[config.mk]
export PLATFORM = sky130hd
export DESIGN_NAME = lec_control
export DESIGN_NICKNAME = d
export VERILOG_FILES = /design/src/logic/lec_pkg.sv /design/src/logic/lec_control.sv
export SDC_FILE = /design/constraint.sdc
export NUM_CORES = 1
export LEC_CHECK = 0
export BUFFER_PORTS_ARGS = -buffer_cell sky130_fd_sc_hd__buf_2
export CORE_ASPECT_RATIO = 0.5
export CORE_MARGIN = 3
export CORE_UTILIZATION = 43
export CTS_BUF_LIST = sky130_fd_sc_hd__clkbuf_4 sky130_fd_sc_hd__clkbuf_8 sky130_fd_sc_hd__clkbuf_16
export CTS_CLUSTER_DIAMETER = 80
export DETAILED_ROUTE_END_ITERATION = 12
export MAX_ROUTING_LAYER = met4
export PLACE_DENSITY_LB_ADDON = 0.12
export SYNTH_ARGS = -nofsm -noshare
export SYNTH_HDL_FRONTEND = slang
export SYNTH_SLANG_ARGS = --single-unit
[constraint.sdc]
create_clock -name mclk -period 3.78 [get_ports mclk]
set_input_delay 0.756 -clock mclk [delete_from_list [all_inputs] [get_ports mclk]]
set_output_delay 0.756 -clock mclk [all_outputs]
set_load 0.05 [all_outputs]
[src/logic/lec_pkg.sv]
// Package for the regulator enable control block: offsets, fields, resets, types
package lec_pkg;
   // Register byte addresses
   localparam logic [15:0] REG_CONTROL_ADDR = 16'h7004; // regulator_control
   localparam logic [15:0] REG_RTC_PM_ADDR = 16'h1930; // rtc_power_management
   localparam logic [15:0] REG_STATUS_ADDR = 16'h7008; // regulator state readback
   // Field positions
   localparam int USB_EN_BIT = 0;
   localparam int CORE_VSEL_BIT = 1;
   localparam int REGULATORS_POWER_DOWN_BIT = 1;
   localparam int BANDGAP_POWER_DOWN_BIT = 2;
   // Reset values
   localparam logic RESET_CORE_VSEL = 1'b0;
   localparam logic RESET_PD = 1'b0;
   // Pad count under isolation control
   localparam int PAD_COUNT = 8;
   // AXI responses
   localparam logic [1:0] RESP_OKAY = 2'b00;
   localparam logic [1:0] RESP_SLVERR = 2'b10;

   // Bus handshake state
   typedef enum logic [2:0] {
      BUS_IDLE = 3'b001,
      BUS_WRESP = 3'b010,
      BUS_RDATA = 3'b100
   } lec_bus_t;

   // Regulator on/off states carried together
   typedef struct packed {
      logic analogOn;
      logic coreOn;
      logic usbOn;
      logic coreLow;
   } lec_reg_state_t;

   // Pad controls carried together
   typedef struct packed {
      logic [PAD_COUNT-1:0] outEnableN;
      logic [PAD_COUNT-1:0] pullInhibit;
      logic [PAD_COUNT-1:0] holderEnable;
   } lec_pad_t;

   // All registered state
   typedef struct packed {
      lec_bus_t bus;
      logic coreVoltageSelect;
      logic usbRegulatorEnable;
      logic bandgapPowerDown;
      logic regulatorsPowerDown;
      logic strapTaken;
      logic [31:0] rdata;
      logic [1:0] resp;
      logic [15:0] awaddr;
      logic awHeld;
      logic [31:0] wdata;
      logic [3:0] wstrb;
      logic wHeld;
   } lec_state_t;
endpackage

[src/logic/lec_control.sv]
// Regulator enable control with AXI4-Lite register access and pad isolation
`timescale 1ns/1ps
// Summary of operation
// - Control register bits 31:2 read zero, ignore writes
// - Voltage select: 0 gives 1.3 V, 1 gives 1.05 V
// - USB enable resets to inverse of clock strap
// - USB enable 0 floats output, 1 regulates
// - Strap low keeps USB regulator always on
// - Any power-down bit kills analog and core regulators
// - Strap high: USB on needs enable, no power-down
// - Core power removed asserts isolation, outputs float
// - Isolation enables weak bus holders on pads
// - Isolation disables pad pull resistors
// - RTC, USB, analog pads excluded from isolation
// - Pads use active-low enable plus pull inhibit
// - Regulator power-down cleared by wake pin or alarm
// - Core regulator disabled by its enable pin forces supply good high
module lec_control (
   input wire logic mclk,
   input wire logic rst_n,
   input wire logic clkEn,
   // AXI4-Lite slave
   input wire logic [15:0] s_axi_awaddr,
   input wire logic s_axi_awvalid,
   output logic s_axi_awready,
   input wire logic [31:0] s_axi_wdata,
   input wire logic [3:0] s_axi_wstrb,
   input wire logic s_axi_wvalid,
   output logic s_axi_wready,
   output logic [1:0] s_axi_bresp,
   output logic s_axi_bvalid,
   input wire logic s_axi_bready,
   input wire logic [15:0] s_axi_araddr,
   input wire logic s_axi_arvalid,
   output logic s_axi_arready,
   output logic [31:0] s_axi_rdata,
   output logic [1:0] s_axi_rresp,
   output logic s_axi_rvalid,
   input wire logic s_axi_rready,
   // Board straps and status
   input wire logic clockSelectStrap,
   input wire logic core_regulator_enable_n_pin,
   input wire logic wake_pin,
   input wire logic rtcAlarm,
   input wire logic corePowerPresent,
   input wire logic coreVoltageOk,
   input wire logic reset_n_pin,
   // Pad requests from the core logic
   input wire logic [lec_pkg::PAD_COUNT-1:0] padDriveReq,
   input wire logic [lec_pkg::PAD_COUNT-1:0] padPullReq,
   input wire logic [lec_pkg::PAD_COUNT-1:0] padExempt,
   // Results
   output lec_pkg::lec_reg_state_t regulatorState,
   output logic usb_regulator_output_pin_oe,
   output logic core_off_isolation,
   output logic supply_good,
   output logic hardwareReset_n,
   output lec_pkg::lec_pad_t padCtl
);
   import lec_pkg::*;

   lec_state_t state;
   lec_state_t next_state;
   logic wrFire;
   logic rdFire;
   logic [15:0] rdAddr;

   // -------------------------------------------------------------
   // Regulator enable matrix
   // -------------------------------------------------------------
   logic anyPd;
   logic usbOn;
   always_comb begin
      anyPd = state.bandgapPowerDown | state.regulatorsPowerDown;
      // Strap low pins USB on regardless of power-down bits
      if (!clockSelectStrap) begin
         usbOn = 1'b1;
      end else begin
         usbOn = !anyPd && state.usbRegulatorEnable;
      end
   end

   // Outputs of the matrix; registered state feeds them directly
   assign regulatorState.analogOn = !anyPd;
   assign regulatorState.coreOn = !anyPd && !core_regulator_enable_n_pin;
   assign regulatorState.usbOn = usbOn;
   assign regulatorState.coreLow = state.coreVoltageSelect; // 1 selects 1.05 V
   // Disabled regulator leaves its output floating
   assign usb_regulator_output_pin_oe = usbOn;
   // Comparator is bypassed when the core regulator is off externally
   assign supply_good = core_regulator_enable_n_pin | coreVoltageOk;
   assign hardwareReset_n = reset_n_pin & supply_good;

   // -------------------------------------------------------------
   // Pad isolation
   // -------------------------------------------------------------
   assign core_off_isolation = !corePowerPresent;
   genvar g;
   generate
      for (g = 0; g < PAD_COUNT; g++) begin : gPad
         logic iso;
         assign iso = core_off_isolation && !padExempt[g];
         // Active-low enable; isolation forces strong driver off
         assign padCtl.outEnableN[g] = iso ? 1'b1 : !padDriveReq[g];
         assign padCtl.pullInhibit[g] = iso ? 1'b1 : !padPullReq[g];
         assign padCtl.holderEnable[g] = iso;
      end
   endgenerate

   // -------------------------------------------------------------
   // Bus slave and register state
   // -------------------------------------------------------------
   assign s_axi_awready = (state.bus == BUS_IDLE) && !state.awHeld;
   assign s_axi_wready = (state.bus == BUS_IDLE) && !state.wHeld;
   // Read held off while a write half is offered, so a taken read is never dropped
   assign s_axi_arready = (state.bus == BUS_IDLE) && !(state.awHeld || state.wHeld)
      && !s_axi_awvalid && !s_axi_wvalid;
   assign s_axi_bvalid = state.bus == BUS_WRESP;
   assign s_axi_rvalid = state.bus == BUS_RDATA;
   assign s_axi_bresp = state.resp;
   assign s_axi_rresp = state.resp;
   assign s_axi_rdata = state.rdata;

   logic [15:0] wAddr;
   logic [31:0] wData;
   logic wLane0;
   logic haveAw;
   logic haveW;
   always_comb begin
      next_state = state;
      haveAw = state.awHeld || (s_axi_awvalid && s_axi_awready);
      haveW = state.wHeld || (s_axi_wvalid && s_axi_wready);
      wAddr = state.awHeld ? state.awaddr : s_axi_awaddr;
      wData = state.wHeld ? state.wdata : s_axi_wdata;
      wLane0 = state.wHeld ? state.wstrb[0] : s_axi_wstrb[0];
      wrFire = (state.bus == BUS_IDLE) && haveAw && haveW;
      rdFire = s_axi_arvalid && s_axi_arready;
      rdAddr = {s_axi_araddr[15:2], 2'b00};
      // Strap sampled once after reset release
      if (!state.strapTaken) begin
         next_state.strapTaken = 1'b1;
         next_state.usbRegulatorEnable = !clockSelectStrap;
      end
      unique case (state.bus)
         BUS_IDLE: begin
            if (s_axi_awvalid && s_axi_awready && !wrFire) begin
               next_state.awHeld = 1'b1;
               next_state.awaddr = s_axi_awaddr;
            end
            if (s_axi_wvalid && s_axi_wready && !wrFire) begin
               next_state.wHeld = 1'b1;
               next_state.wdata = s_axi_wdata;
               next_state.wstrb = s_axi_wstrb;
            end
            if (wrFire) begin
               next_state.awHeld = 1'b0;
               next_state.wHeld = 1'b0;
               next_state.bus = BUS_WRESP;
               next_state.resp = RESP_OKAY;
               // Write lands on the handshake edge
               unique case ({wAddr[15:2], 2'b00})
                  REG_CONTROL_ADDR: begin
                     if (wLane0) begin
                        next_state.coreVoltageSelect = wData[CORE_VSEL_BIT];
                        // Clear attempt ignored while strap is low
                        next_state.usbRegulatorEnable =
                           wData[USB_EN_BIT] | !clockSelectStrap;
                     end
                  end
                  REG_RTC_PM_ADDR: begin
                     if (wLane0) begin
                        next_state.regulatorsPowerDown = wData[REGULATORS_POWER_DOWN_BIT];
                        next_state.bandgapPowerDown = wData[BANDGAP_POWER_DOWN_BIT];
                     end
                  end
                  REG_STATUS_ADDR: ;
                  default: next_state.resp = RESP_SLVERR;
               endcase
            end else if (rdFire) begin
               next_state.bus = BUS_RDATA;
               next_state.resp = RESP_OKAY;
               next_state.rdata = 32'h0000_0000; // upper bits read zero
               unique case (rdAddr)
                  REG_CONTROL_ADDR: begin
                     next_state.rdata[CORE_VSEL_BIT] = state.coreVoltageSelect;
                     next_state.rdata[USB_EN_BIT] = state.usbRegulatorEnable;
                  end
                  REG_RTC_PM_ADDR: begin
                     next_state.rdata[REGULATORS_POWER_DOWN_BIT] = state.regulatorsPowerDown;
                     next_state.rdata[BANDGAP_POWER_DOWN_BIT] = state.bandgapPowerDown;
                  end
                  REG_STATUS_ADDR: begin
                     next_state.rdata[3:0] = regulatorState;
                  end
                  default: next_state.resp = RESP_SLVERR;
               endcase
            end
         end
         BUS_WRESP: begin
            if (s_axi_bready) begin
               next_state.bus = BUS_IDLE;
            end
         end
         BUS_RDATA: begin
            if (s_axi_rready) begin
               next_state.bus = BUS_IDLE;
            end
         end
         default: next_state.bus = BUS_IDLE;
      endcase
      // Wake sources override software, taking precedence over a write
      if (wake_pin || rtcAlarm) begin
         next_state.regulatorsPowerDown = 1'b0;
      end
   end

   // State register; clock enable low freezes it, but synchronous reset still loads
   always_ff @(posedge mclk) begin
      if (!rst_n) begin
         state <= '0;
         state.bus <= BUS_IDLE;
         state.coreVoltageSelect <= RESET_CORE_VSEL;
         state.bandgapPowerDown <= RESET_PD;
         state.regulatorsPowerDown <= RESET_PD;
      end else if (clkEn) begin
         state <= next_state;
      end
   end

   // -------------------------------------------------------------
   // Checks
   // -------------------------------------------------------------
   // USB regulator pinned on by a low strap
   usb_strap_on_a: assert property (@(posedge mclk) disable iff (!rst_n)
      !clockSelectStrap |-> regulatorState.usbOn) else $error("usb off with strap low");
   // Any power-down bit turns analog and core regulators off
   pd_kills_a: assert property (@(posedge mclk) disable iff (!rst_n)
      (state.bandgapPowerDown || state.regulatorsPowerDown) |->
      !regulatorState.analogOn && !regulatorState.coreOn) else $error("regulator on in pd");
   // Strap high: USB needs its enable and no power-down
   usb_gate_a: assert property (@(posedge mclk) disable iff (!rst_n)
      clockSelectStrap |-> regulatorState.usbOn == (state.usbRegulatorEnable
      && !state.bandgapPowerDown && !state.regulatorsPowerDown)) else $error("usb gate");
   // Output pin floats whenever the USB regulator is off
   usb_float_a: assert property (@(posedge mclk) disable iff (!rst_n)
      usb_regulator_output_pin_oe == regulatorState.usbOn) else $error("usb pin drive");
   // Voltage select lands on the write edge
   vsel_write_a: assert property (@(posedge mclk) disable iff (!rst_n)
      clkEn && wrFire && wLane0 && {wAddr[15:2], 2'b00} == REG_CONTROL_ADDR
      |=> regulatorState.coreLow == $past(wData[CORE_VSEL_BIT])) else $error("vsel");
   // Reserved upper bits never read back set
   upper_zero_a: assert property (@(posedge mclk) disable iff (!rst_n)
      s_axi_rvalid |-> s_axi_rdata[31:4] == 28'h0000000) else $error("upper bits");
   // First enabled edge after reset loads the inverted strap
   strap_reset_a: assert property (@(posedge mclk) disable iff (!rst_n)
      clkEn && !state.strapTaken |=> state.usbRegulatorEnable == !$past(clockSelectStrap))
      else $error("strap reset value");
   // Wake pin or alarm clears the regulator power-down bit
   wake_clear_a: assert property (@(posedge mclk) disable iff (!rst_n)
      clkEn && (wake_pin || rtcAlarm) |=> !state.regulatorsPowerDown) else $error("wake");
   // Power-down bit only moves by a write or a wake source
   pd_hold_a: assert property (@(posedge mclk) disable iff (!rst_n)
      !(clkEn && (wrFire || wake_pin || rtcAlarm)) |=> $stable(state.regulatorsPowerDown))
      else $error("pd moved");
   // Comparator bypassed when the core regulator is off externally
   supply_good_a: assert property (@(posedge mclk) disable iff (!rst_n)
      core_regulator_enable_n_pin |-> supply_good) else $error("supply good");
   // Hardware reset is the pin and supply good combined
   hw_reset_a: assert property (@(posedge mclk) disable iff (!rst_n)
      hardwareReset_n == (reset_n_pin && supply_good)) else $error("hardware reset");
   // Isolated pad: driver off, pull off, holder on
   iso_pad_a: assert property (@(posedge mclk) disable iff (!rst_n)
      core_off_isolation && !padExempt[0] |-> padCtl.outEnableN[0] && padCtl.pullInhibit[0]
      && padCtl.holderEnable[0]) else $error("pad isolation");
   // Isolation follows loss of core power
   iso_follow_a: assert property (@(posedge mclk) disable iff (!rst_n)
      core_off_isolation == !corePowerPresent) else $error("isolation level");
   // Core regulator on exactly when enabled and not powered down
   core_on_a: assert property (@(posedge mclk) disable iff (!rst_n)
      regulatorState.coreOn == (!anyPd && !core_regulator_enable_n_pin)) else $error("core on");
   // Analog regulator on whenever no power-down bit is set
   analog_on_a: assert property (@(posedge mclk) disable iff (!rst_n)
      !anyPd |-> regulatorState.analogOn) else $error("analog on");
   // Without isolation the pads follow the core's requests
   pad_pass_a: assert property (@(posedge mclk) disable iff (!rst_n)
      !core_off_isolation |-> padCtl.outEnableN == ~padDriveReq
      && padCtl.pullInhibit == ~padPullReq && padCtl.holderEnable == '0) else $error("pad pass");
   // Exempt pad: driver follows its request, holder off
   exempt_pad_a: assert property (@(posedge mclk) disable iff (!rst_n)
      padExempt[0] |-> padCtl.outEnableN[0] == !padDriveReq[0]
      && !padCtl.holderEnable[0]) else $error("exempt pad");
   // A read is never taken in the cycle a write half is offered
   rd_guard_a: assert property (@(posedge mclk) disable iff (!rst_n)
      s_axi_arready |-> !s_axi_awvalid && !s_axi_wvalid) else $error("read beside write");
   // Write response stands until it is taken
   bvalid_hold_a: assert property (@(posedge mclk) disable iff (!rst_n)
      s_axi_bvalid && !s_axi_bready |=> s_axi_bvalid) else $error("bvalid dropped");
endmodule

==> results.json, run 1 <==
{
  "critPathCaptureType": "output port",
  "core-area_sq_mm": 0.00468,
  "grt_start_max_net_pins": 28,
  "fmax_mhz": 399,
  "drv_cap": 0,
  "synth_area_leaders": "dfxtp_1 30%, buf_4 16%, mux2i_1 9.9%",
  "vias": 2182,
  "drive_gt1_share_pct": 36.8,
  "synth-seq-cells": 33,
  "synth_area_sq_mm": 0.00223,
  "cts_sinks": 33,
  "crit_path_max_fanout": 5,
  "syn_inst": 267,
  "worstPathRequired_ns": 3.02,
  "floorplan.initialDensity_pct": 47.6,
  "syn_avg_cell_area_sq_um": 8.35,
  "synth_largest_area_cell": "dfxtp_1",
  "antennaDiodeCount": 0,
  "num_rows": 17,
  "final_hold_viol_count": 0,
  "htree_num_levels": 2,
  "dieHeight_um": 56.9,
  "busiest_layer": "met2",
  "synth-main-ff-cell": "dfxtp_1",
  "rsz0062_at_grt": "false",
  "async_flop_share_pct": 0,
  "wirelength_um": 5590,
  "power_density_mw_per_mm2": 367,
  "port_buffers": 113,
  "routed_via_density": 5.11,
  "utilization_pct": 57.1,
  "layout_min_cycle_time_ns": 2.51,
  "area_delta_synth_final_pct": 19.9,
  "post_cts_resized": 0,
  "dp_slack_ns": 1.21,
  "arrival_ns": 1.75,
  "wl_per_cell_um": 13.1,
  "die_w_um": 108,
  "power_uw": 981,
  "setup.worst_path.class": "reg2out",
  "placed_cells": 419,
  "ys_seq_area_share_pct": 29.6,
  "cp_num_cells": 4,
  "post-cts-setup-buffer-count": 0,
  "final_common_cell": "buf_2",
  "holdWs_ns": 0.471,
  "grtUsageMet2_pct": 32.2,
  "final-setup-viol-count": 0,
  "critPathTopFamily": "simple AND/OR/NAND/NOR gates",
  "final_cell_mix": "113 x buf_2, 41 x nor2_1, 33 x dfxtp_1",
  "layout_setup_ws_ns": 1.27,
  "fin_cells": 427,
  "ys_types": 55,
  "cts_tree": "done",
  "root_buffer": "clkbuf_8",
  "antenna_found_initial": 0,
  "slowest_delay_ns": 0.43,
  "fin_skew_ns": 0.00576,
  "design_area_sq_mm": 0.00267,
  "timing.final.crit_share_pct": 66.3,
  "nFillCells": 445,
  "drtAntennaViolNets": 0,
  "worstMarginPinSlew_ns": 0.806,
  "cts_buffers": 5,
  "postPlaceCellArea_sq_mm": 0.00259,
  "cts.path.max_buffers": 2,
  "path_buf_inv": 1,
  "nNetsFinal": 467,
  "ctsHoldBuffers": 0,
  "grtUsageTotal_pct": 17.6,
  "slowest_stage": "or3b_4",
  "hp-class": "reg2reg",
  "worstHoldPathCells": 2,
  "drt_first_pass_iters": 4,
  "gp_congestion": 0.785,
  "dp_hpwl_um": 4560,
  "power.leakage_nw": 1.27,
  "ir_drop_mv": 0.233,
  "clk_latency_ns": 0.29,
  "reg2reg_depth": 5,
  "clk_pin_slew_worst_paths_ns": 0.07,
  "drv_slew": 0,
  "grt-ovfl-total": 0,
  "fin_setup_tns_ns": 0,
  "relSlewSlack_pct": 46.2,
  "ios": 180,
  "grtUsageMet3_pct": 4.36,
  "fp.dieArea_sq_mm": 0.00614,
  "ys_warn_count": 0,
  "grt_pass1_wl_um": 8590,
  "synth_edf_count": 0,
  "worstSetupStartpointType": "flip-flop",
  "synth_top_area_share_pct": 29.6,
  "use_met1_pct": 19.3,
  "drt-initial-drc-count": 101,
  "status": "completed",
  "crit_chain": "or3b_4 > nor2_2 > nor4b_1 > buf_2",
  "grt_pass1_vias": 1917,
  "drc": 0
}
## layer usage
layer,wire (um),up-vias
li1,-,1074
met1,2200,1015
met2,2890,84
met3,446,9
met4,57,0
met5,0,-
## synth_stat cells, types with 2 or more instances
| cell type | n |
|---|---|
| clkbuf_1 | 4 |
| nor3b_1 | 3 |
| buf_4 | 47 |
| nor4_1 | 6 |
| dfxtp_1 | 33 |
| o221a_2 | 3 |
| a311oi_1 | 2 |
| o22ai_1 | 2 |
| nor3_1 | 3 |
| and3_1 | 4 |
| or4_1 | 3 |
| a211oi_1 | 2 |
| nor4bb_1 | 2 |
| a22oi_1 | 2 |
| or4bb_1 | 4 |
| nand2_1 | 11 |
| o21ai_0 | 18 |
| nand4b_1 | 2 |
| inv_1 | 4 |
| nand3_1 | 5 |
| a21oi_1 | 8 |
| a31oi_1 | 2 |
| nor2_1 | 41 |
| buf_2 | 4 |
| mux2i_1 | 22 |
## kinds of logic after synthesis
group           count (synthesis)  share of synthesized area, %
flops                          33                          29.6
compound gates                 48                          14.6
xor+xnor                        2                         0.786
simple gates                   99                          25.7
buf+inv                        61                          18.7
other cells                     1                         0.168
mux                            23                          10.4
## worst paths after layout
check | startpoint | end | slack, ns
max | state[93] | s_axi_arready | 1.27
min | s_axi_rdata[3] | s_axi_rdata[3] | 0.47
max reg2reg | state[37] | state[49] | 1.59
min reg2reg | s_axi_rdata[3] | s_axi_rdata[3] | 0.47
## state kept, by name, summed over array words and instances, names as in the netlist
signal	cells
state	27
s_axi_bresp	1
s_axi_rdata	4
regulatorState	1
## tightest hold or removal path: stages, from the launching register on
cell and delay (ns):
dfxtp_1 0.31, nand2b_1 0.06, a21oi_1 0.05
## cell type report
class / instances / area (sq um) / area share (%)
clock inverters: 3 / 17.5 / 0.655
multi-input cells: 202 / 1260 / 47.1
well taps: 66 / 82.6 / 3.09
clock buffers: 5 / 68.8 / 2.57
repair buffers: 113 / 566 / 21.2
flip-flops and latches: 33 / 661 / 24.7
inverters: 5 / 18.8 / 0.702
## power breakdown
| group | switching (mW) | leakage [nW] | internal [mW] | total (mW) |
|---|---|---|---|---|
| logic | 0.250 | 0.953 | 0.0905 | 0.341 |
| clock network | 0.130 | 0.0439 | 0.127 | 0.257 |
| registers | 0.0178 | 0.269 | 0.365 | 0.383 |
| total | 0.398 | 1.27 | 0.583 | 0.981 |
Power figures use the tool's default switching activity.
==> run 2, diff against run 1 <==
--- a/config.mk
+++ b/config.mk
@@ -8,7 +8,7 @@
 export BUFFER_PORTS_ARGS = -buffer_cell sky130_fd_sc_hd__buf_2
 export CORE_ASPECT_RATIO = 0.5
 export CORE_MARGIN = 3
-export CORE_UTILIZATION = 43
+export CORE_UTILIZATION = 40
 export CTS_BUF_LIST = sky130_fd_sc_hd__clkbuf_4 sky130_fd_sc_hd__clkbuf_8 sky130_fd_sc_hd__clkbuf_16
 export CTS_CLUSTER_DIAMETER = 80
 export DETAILED_ROUTE_END_ITERATION = 12
==> constraint.sdc (replaced) <==
create_clock -name mclk -period 2.6 [get_ports mclk]
set_input_delay 0.52 -clock mclk [delete_from_list [all_inputs] [get_ports mclk]]
set_output_delay 0.52 -clock mclk [all_outputs]
set_load 0.05 [all_outputs]
==> run 2 against run 1 <==
Compared with the run above:
- cell area grew 2.2%
- count of clock-buffer cells in the layout unchanged
- first-iteration DRC count is 8.9% higher
- clock skew grew 0.0017 ns
- largest power group unchanged
- flip-flop and latch count did not move
- via count fell by 1.3%
- highest routed layer unchanged
- clock power increased by 48%
- combinational power rose by 49%
- largest cell class unchanged
- final cell count grew 2.1%
- sequential power is 45% higher
- worst hold slack gained 0.0021 ns
- utilization is 4.2 points lower
==> results.json, run 2 (synthesis gave the netlist of run 1 again) <==
{
  "fin_skew_ns": 0.00749,
  "timing.final.crit_share_pct": 86.2,
  "fmax_mhz": 446,
  "port_buffers": 113,
  "grt_pass1_wl_um": 8670,
  "drt-initial-drc-count": 110,
  "post-cts-setup-buffer-count": 0,
  "r2r-start": "state[0]",
  "ctsHoldBuffers": 0,
  "setup.worst_path.class": "reg2out",
  "drtAntennaViolNets": 0,
  "hp-class": "reg2reg",
  "drv_cap": 0,
  "nNetsFinal": 472,
  "nFillCells": 521,
  "placed_cells": 428,
  "cts_tree": "done",
  "grt_start_max_net_pins": 26,
  "floorplan.initialDensity_pct": 43.2,
  "grtUsageTotal_pct": 16.5,
  "reg2reg_to": "state[91]",
  "worstMarginPinSlew_ns": 0.576,
  "post_cts_resized": 0,
  "final_hold_viol_count": 0,
  "num_rows": 18,
  "sw_frac_of_total_pct": 40.8,
  "fin_cells": 436,
  "fp.dieArea_sq_mm": 0.00656,
  "slowest_delay_ns": 0.43,
  "cts_sinks": 33,
  "top_register": "state",
  "grt-ovfl-total": 0,
  "antenna_found_initial": 0,
  "drc": 0,
  "htree_num_levels": 2,
  "combPwrFrac_pct": 35.3,
  "power_density_mw_per_mm2": 528,
  "arrival_ns": 1.72,
  "cts_buffers": 5,
  "crit_chain": "or3b_4 > nor2_2 > nor4b_4 > buf_2",
  "antennaDiodeCount": 0,
  "slowest_stage": "or3b_4",
  "area_delta_synth_final_pct": 22.5,
  "wirelength_um": 5710,
  "core-area_sq_mm": 0.00516,
  "power.leakage_nw": 1.30,
  "fin_setup_tns_ns": 0,
  "dieHeight_um": 58.8,
  "clk_pin_slew_worst_paths_ns": 0.07,
  "pwr-share-seq_pct": 38.4,
  "cts.path.max_buffers": 2,
  "root_buffer": "clkbuf_8",
  "vias": 2154,
  "die_w_um": 112,
  "routed_via_density": 4.94,
  "grt_pass1_vias": 1971,
  "multi_input_area_sq_mm": 0.00127,
  "drt_first_pass_iters": 4,
  "worstPathRequired_ns": 2.08,
  "crit_path_max_fanout": 5,
  "rsz0062_at_grt": "false",
  "critPathCaptureType": "output port",
  "wl_per_cell_um": 13.1,
  "clk_latency_ns": 0.28,
  "seq_area_sq_um": 661,
  "worstSetupStartpointType": "flip-flop",
  "p_clk_share_pct": 26.3,
  "ios": 180,
  "gp_congestion": 0.842,
  "final-setup-viol-count": 0,
  "ir_drop_mv": 0.344,
  "internal-power_uw": 854,
  "dp_hpwl_um": 4710,
  "reg2reg_depth": 5,
  "p_sw_uw": 589,
  "status": "completed",
  "final_cell_mix": "113 x buf_2, 41 x nor2_1, 33 x dfxtp_1",
  "critPathCapture": "s_axi_arready",
  "startpoint": "state[93]",
  "reg2reg_slack_ns": 0.65,
  "layout_min_cycle_time_ns": 2.24,
  "largest_register_ff_count": 27,
  "relSlewSlack_pct": 61.3,
  "drive_gt1_share_pct": 38.0,
  "final_common_cell": "buf_2",
  "drv_slew": 0
}
-- run 2: how the worst min path moves through the flow --
stage                      to  slack, ns             start  depth (start not counted)
6_report       s_axi_rdata[3]       0.47    s_axi_rdata[3]                          2
5_1_grt             state[50]       0.49  s_axi_awaddr[12]                          3
4_1_cts        s_axi_rdata[3]       0.48    s_axi_rdata[3]                          2
3_5_place_dp   s_axi_rdata[3]       0.46    s_axi_rdata[3]                          2
3_3_place_gp   s_axi_rdata[3]       0.46    s_axi_rdata[3]                          2
2_1_floorplan  s_axi_rdata[3]       0.45    s_axi_rdata[3]                          2
-- run 2: per-stage QoR --
step | total power, mW | worst slack [ns] | hold WS (ns) | instance area (sq um) | util (%)
floorplan | 0.996 | 0.169 | 0.446 | 2350 | -
global placement | 1.07 | 0.361 | 0.461 | 2650 | 51.3
detailed placement | 1.07 | 0.364 | 0.464 | 2650 | 51.3
CTS | 1.46 | 0.345 | 0.475 | 2730 | 53.0
global route | 1.51 | 0.270 | 0.486 | 2730 | 53.0
finish | 1.44 | 0.359 | 0.473 | 2730 | 53.0
-- run 2: cell type report --
type	count	area share, %
multi-input cells	202	46.7
flip-flops and latches	33	24.2
repair buffers	118	22.1
well taps	70	3.21
clock buffers	5	2.52
inverters	5	0.687
clock inverters	3	0.641
-- run 2: per-layer routing --
metal	up-vias	wire (um)	part of all wire, %	global-route usage, %
met3	9	369	6.5	4.11
li1	1085	-	-	-
met5	-	0	0	-
met2	83	2890	51	31.2
met4	0	99	1.7	5.03
met1	977	2350	41	17.5
-- run 2: worst max-delay path: cells and delay by family, from the launching register on --
family / cells / cell delay [ns]
and+or+nand+nor: 3 / 0.75
DFF: 1 / 0.39
buffers and inverters: 1 / 0.30
-- run 2: power by group through the flow --
stage               logic, mW  registers [mW]  clock network, mW
floorplan               0.440           0.556                  0
global placement        0.502           0.564                  0
detailed placement      0.509           0.565                  0
CTS                     0.510           0.554              0.393
global route            0.541           0.557              0.414
finish                  0.509           0.554              0.380
==> run 3, diff against run 2 <==
--- a/config.mk
+++ b/config.mk
@@ -8,7 +8,7 @@
 export BUFFER_PORTS_ARGS = -buffer_cell sky130_fd_sc_hd__buf_2
 export CORE_ASPECT_RATIO = 0.5
 export CORE_MARGIN = 3
-export CORE_UTILIZATION = 40
+export CORE_UTILIZATION = 43
 export CTS_BUF_LIST = sky130_fd_sc_hd__clkbuf_4 sky130_fd_sc_hd__clkbuf_8 sky130_fd_sc_hd__clkbuf_16
 export CTS_CLUSTER_DIAMETER = 80
 export DETAILED_ROUTE_END_ITERATION = 12
==> constraint.sdc (replaced) <==
create_clock -name mclk -period 2.9 [get_ports mclk]
set_input_delay 0.58 -clock mclk [delete_from_list [all_inputs] [get_ports mclk]]
set_output_delay 0.58 -clock mclk [all_outputs]
set_load 0.05 [all_outputs]
==> run 3 against run 2 <==
Compared with the run above:
- clock skew fell by 0.0044 ns
- critical path depth did not move
- global-route usage rose by 1.3 points
- utilization rose by 5.0 points
- sequential share of layout area rose by 0.19 points
- register-to-register slack improved by 0.09 ns
- final cell count fell by 1.6%
- worst hold slack got worse by 0.0018 ns
- clock power rose by 1%
- largest cell class unchanged
- highest routed layer unchanged
==> results.json, run 3 (synthesis gave the netlist of run 1 again) <==
{
  "status": "completed",
  "post_cts_resized": 0,
  "crit_chain": "or3b_4 > nor2_2 > nor4b_2 > buf_2",
  "routed_via_density": 5.00,
  "nNetsFinal": 469,
  "cts.path.max_buffers": 2,
  "critPathTopFamily": "simple AND/OR/NAND/NOR gates",
  "drc": 0,
  "slowest_delay_ns": 0.43,
  "final_cell_mix": "113 x buf_2, 41 x nor2_1, 33 x dfxtp_1",
  "drive_gt1_share_pct": 37.5,
  "hp-start": "s_axi_rdata[3]",
  "dieHeight_um": 56.9,
  "grt_start_max_net_pins": 28,
  "wl_per_cell_um": 13.3,
  "vias": 2144,
  "clk_pin_slew_worst_paths_ns": 0.07,
  "arrival_ns": 1.71,
  "cts_buffers": 5,
  "wirelength_um": 5700,
  "seq_area_sq_um": 661,
  "antenna_found_initial": 0,
  "post-cts-setup-buffer-count": 0,
  "fin_skew_ns": 0.00314,
  "drt_first_pass_iters": 4,
  "slowest_stage": "or3b_4",
  "grtUsageMet3_pct": 4.59,
  "die_w_um": 108,
  "r2r-start": "state[37]",
  "fin_setup_tns_ns": 0,
  "min_to": "s_axi_rdata[3]",
  "reg2reg_depth": 5,
  "worstSetupStartpointType": "flip-flop",
  "critPathCaptureType": "output port",
  "drv_slew": 0,
  "worstMarginPinSlew_ns": 0.561,
  "drv_cap": 0,
  "grt-ovfl-total": 0,
  "root_buffer": "clkbuf_8",
  "cts_sinks": 33,
  "ir_drop_mv": 0.285,
  "ios": 180,
  "port_buffers": 113,
  "area_delta_synth_final_pct": 21.5,
  "ctsHoldBuffers": 0,
  "antennaDiodeCount": 0,
  "multi_input_area_sq_mm": 0.00127,
  "largest_register_ff_count": 27,
  "top_register": "state",
  "layout_min_cycle_time_ns": 2.29,
  "cts_tree": "done",
  "power.leakage_nw": 1.29,
  "gp_congestion": 0.780,
  "drt-initial-drc-count": 140,
  "design_area_sq_mm": 0.00271,
  "grtUsageTotal_pct": 17.9,
  "fp.dieArea_sq_mm": 0.00614,
  "reg2reg_slack_ns": 0.74,
  "reg2reg_to": "s_axi_bresp[1]",
  "grtUsageMet2_pct": 32.6,
  "floorplan.initialDensity_pct": 47.6,
  "num_rows": 17,
  "rsz0062_at_grt": "false",
  "power_density_mw_per_mm2": 491,
  "htree_num_levels": 2,
  "worstHoldPathCells": 2,
  "grt_pass1_wl_um": 8720,
  "final_common_cell": "buf_2",
  "final_hold_viol_count": 0,
  "relSlewSlack_pct": 62.2,
  "setup.worst_path.class": "reg2out",
  "power_mw": 1.33,
  "busiest_layer": "met2",
  "timing.final.crit_share_pct": 79.1,
  "nFillCells": 447,
  "drtAntennaViolNets": 0,
  "worstPathRequired_ns": 2.32,
  "final-setup-viol-count": 0,
  "dp_hpwl_um": 4640,
  "core-area_sq_mm": 0.00468,
  "grt_pass1_vias": 1959,
  "use_met1_pct": 19.1,
  "fmax_mhz": 436,
  "crit_path_max_fanout": 5,
  "clk_latency_ns": 0.28,
  "postPlaceCellArea_sq_mm": 0.00261,
  "path_buf_inv": 1,
  "hp-class": "reg2reg"
}
==> run 3: changes by cell type in the layout (fill, tap and decap cells not counted) <==
cell | previous run | this run
clkinvlp_4 | 1 | 0
nor4b_4 | 1 | 0
buf_4 | 5 | 2
nor4b_2 | 0 | 1
clkbuf_8 | 5 | 7
clkinv_2 | 2 | 1
==> run 3: where the power goes <==
part / internal [mW] / switching, mW / leakage (nW)
Sequential: 0.476 / 0.0238 / 0.269
Combinational: 0.120 / 0.327 / 0.965
Clock: 0.215 / 0.170 / 0.0542
==> run 3: how the worst max path moves through the flow <==
stage | from | to | slack [ns] | depth (start not counted)
after floorplan | state[93] | s_axi_arready | 0.10 | 3
after global placement | s_axi_araddr[7] | s_axi_bresp[1] | 0.53 | 6
after detailed placement | s_axi_araddr[7] | s_axi_bresp[1] | 0.52 | 6
after CTS | state[93] | s_axi_arready | 0.60 | 4
after global routing | state[37] | s_axi_bresp[1] | 0.48 | 5
final | state[93] | s_axi_arready | 0.61 | 4
==> run 3: stage by stage <==
step	util, %	cells	setup slack (ns)	hold WS [ns]
detailed placement	55.7	421	0.518	0.464
floorplan	-	296	0.101	0.446
global placement	55.7	421	0.535	0.457
global route	57.9	429	0.475	0.504
finish	57.9	429	0.607	0.471
CTS	57.9	429	0.597	0.476
==> run 3: final cells by class <==
cell class / instances / area share (%)
Clock buffer: 7 / 3.55
Sequential cell: 33 / 24.4
Tap cell: 66 / 3.05
Multi-Input combinational cell: 202 / 46.7
Inverter: 5 / 0.693
Clock inverter: 1 / 0.185
Timing Repair Buffer: 115 / 21.4
==> run 3: routing by layer <==
metal,routed length [um],vias up,share of wire (%)
met4,70,0,1.2
met3,472,8,8.3
met5,0,-,0
met1,2240,974,39
li1,-,1080,-
met2,2910,82,51
==> run 3: worst register-to-register path: stages, from the launching register on <==
cell and delay [ns]:
dfxtp_1 0.47, or4bb_1 0.54, nor4_1 0.35, o22ai_1 0.18
a2111oi_0 0.35, o32ai_1 0.15
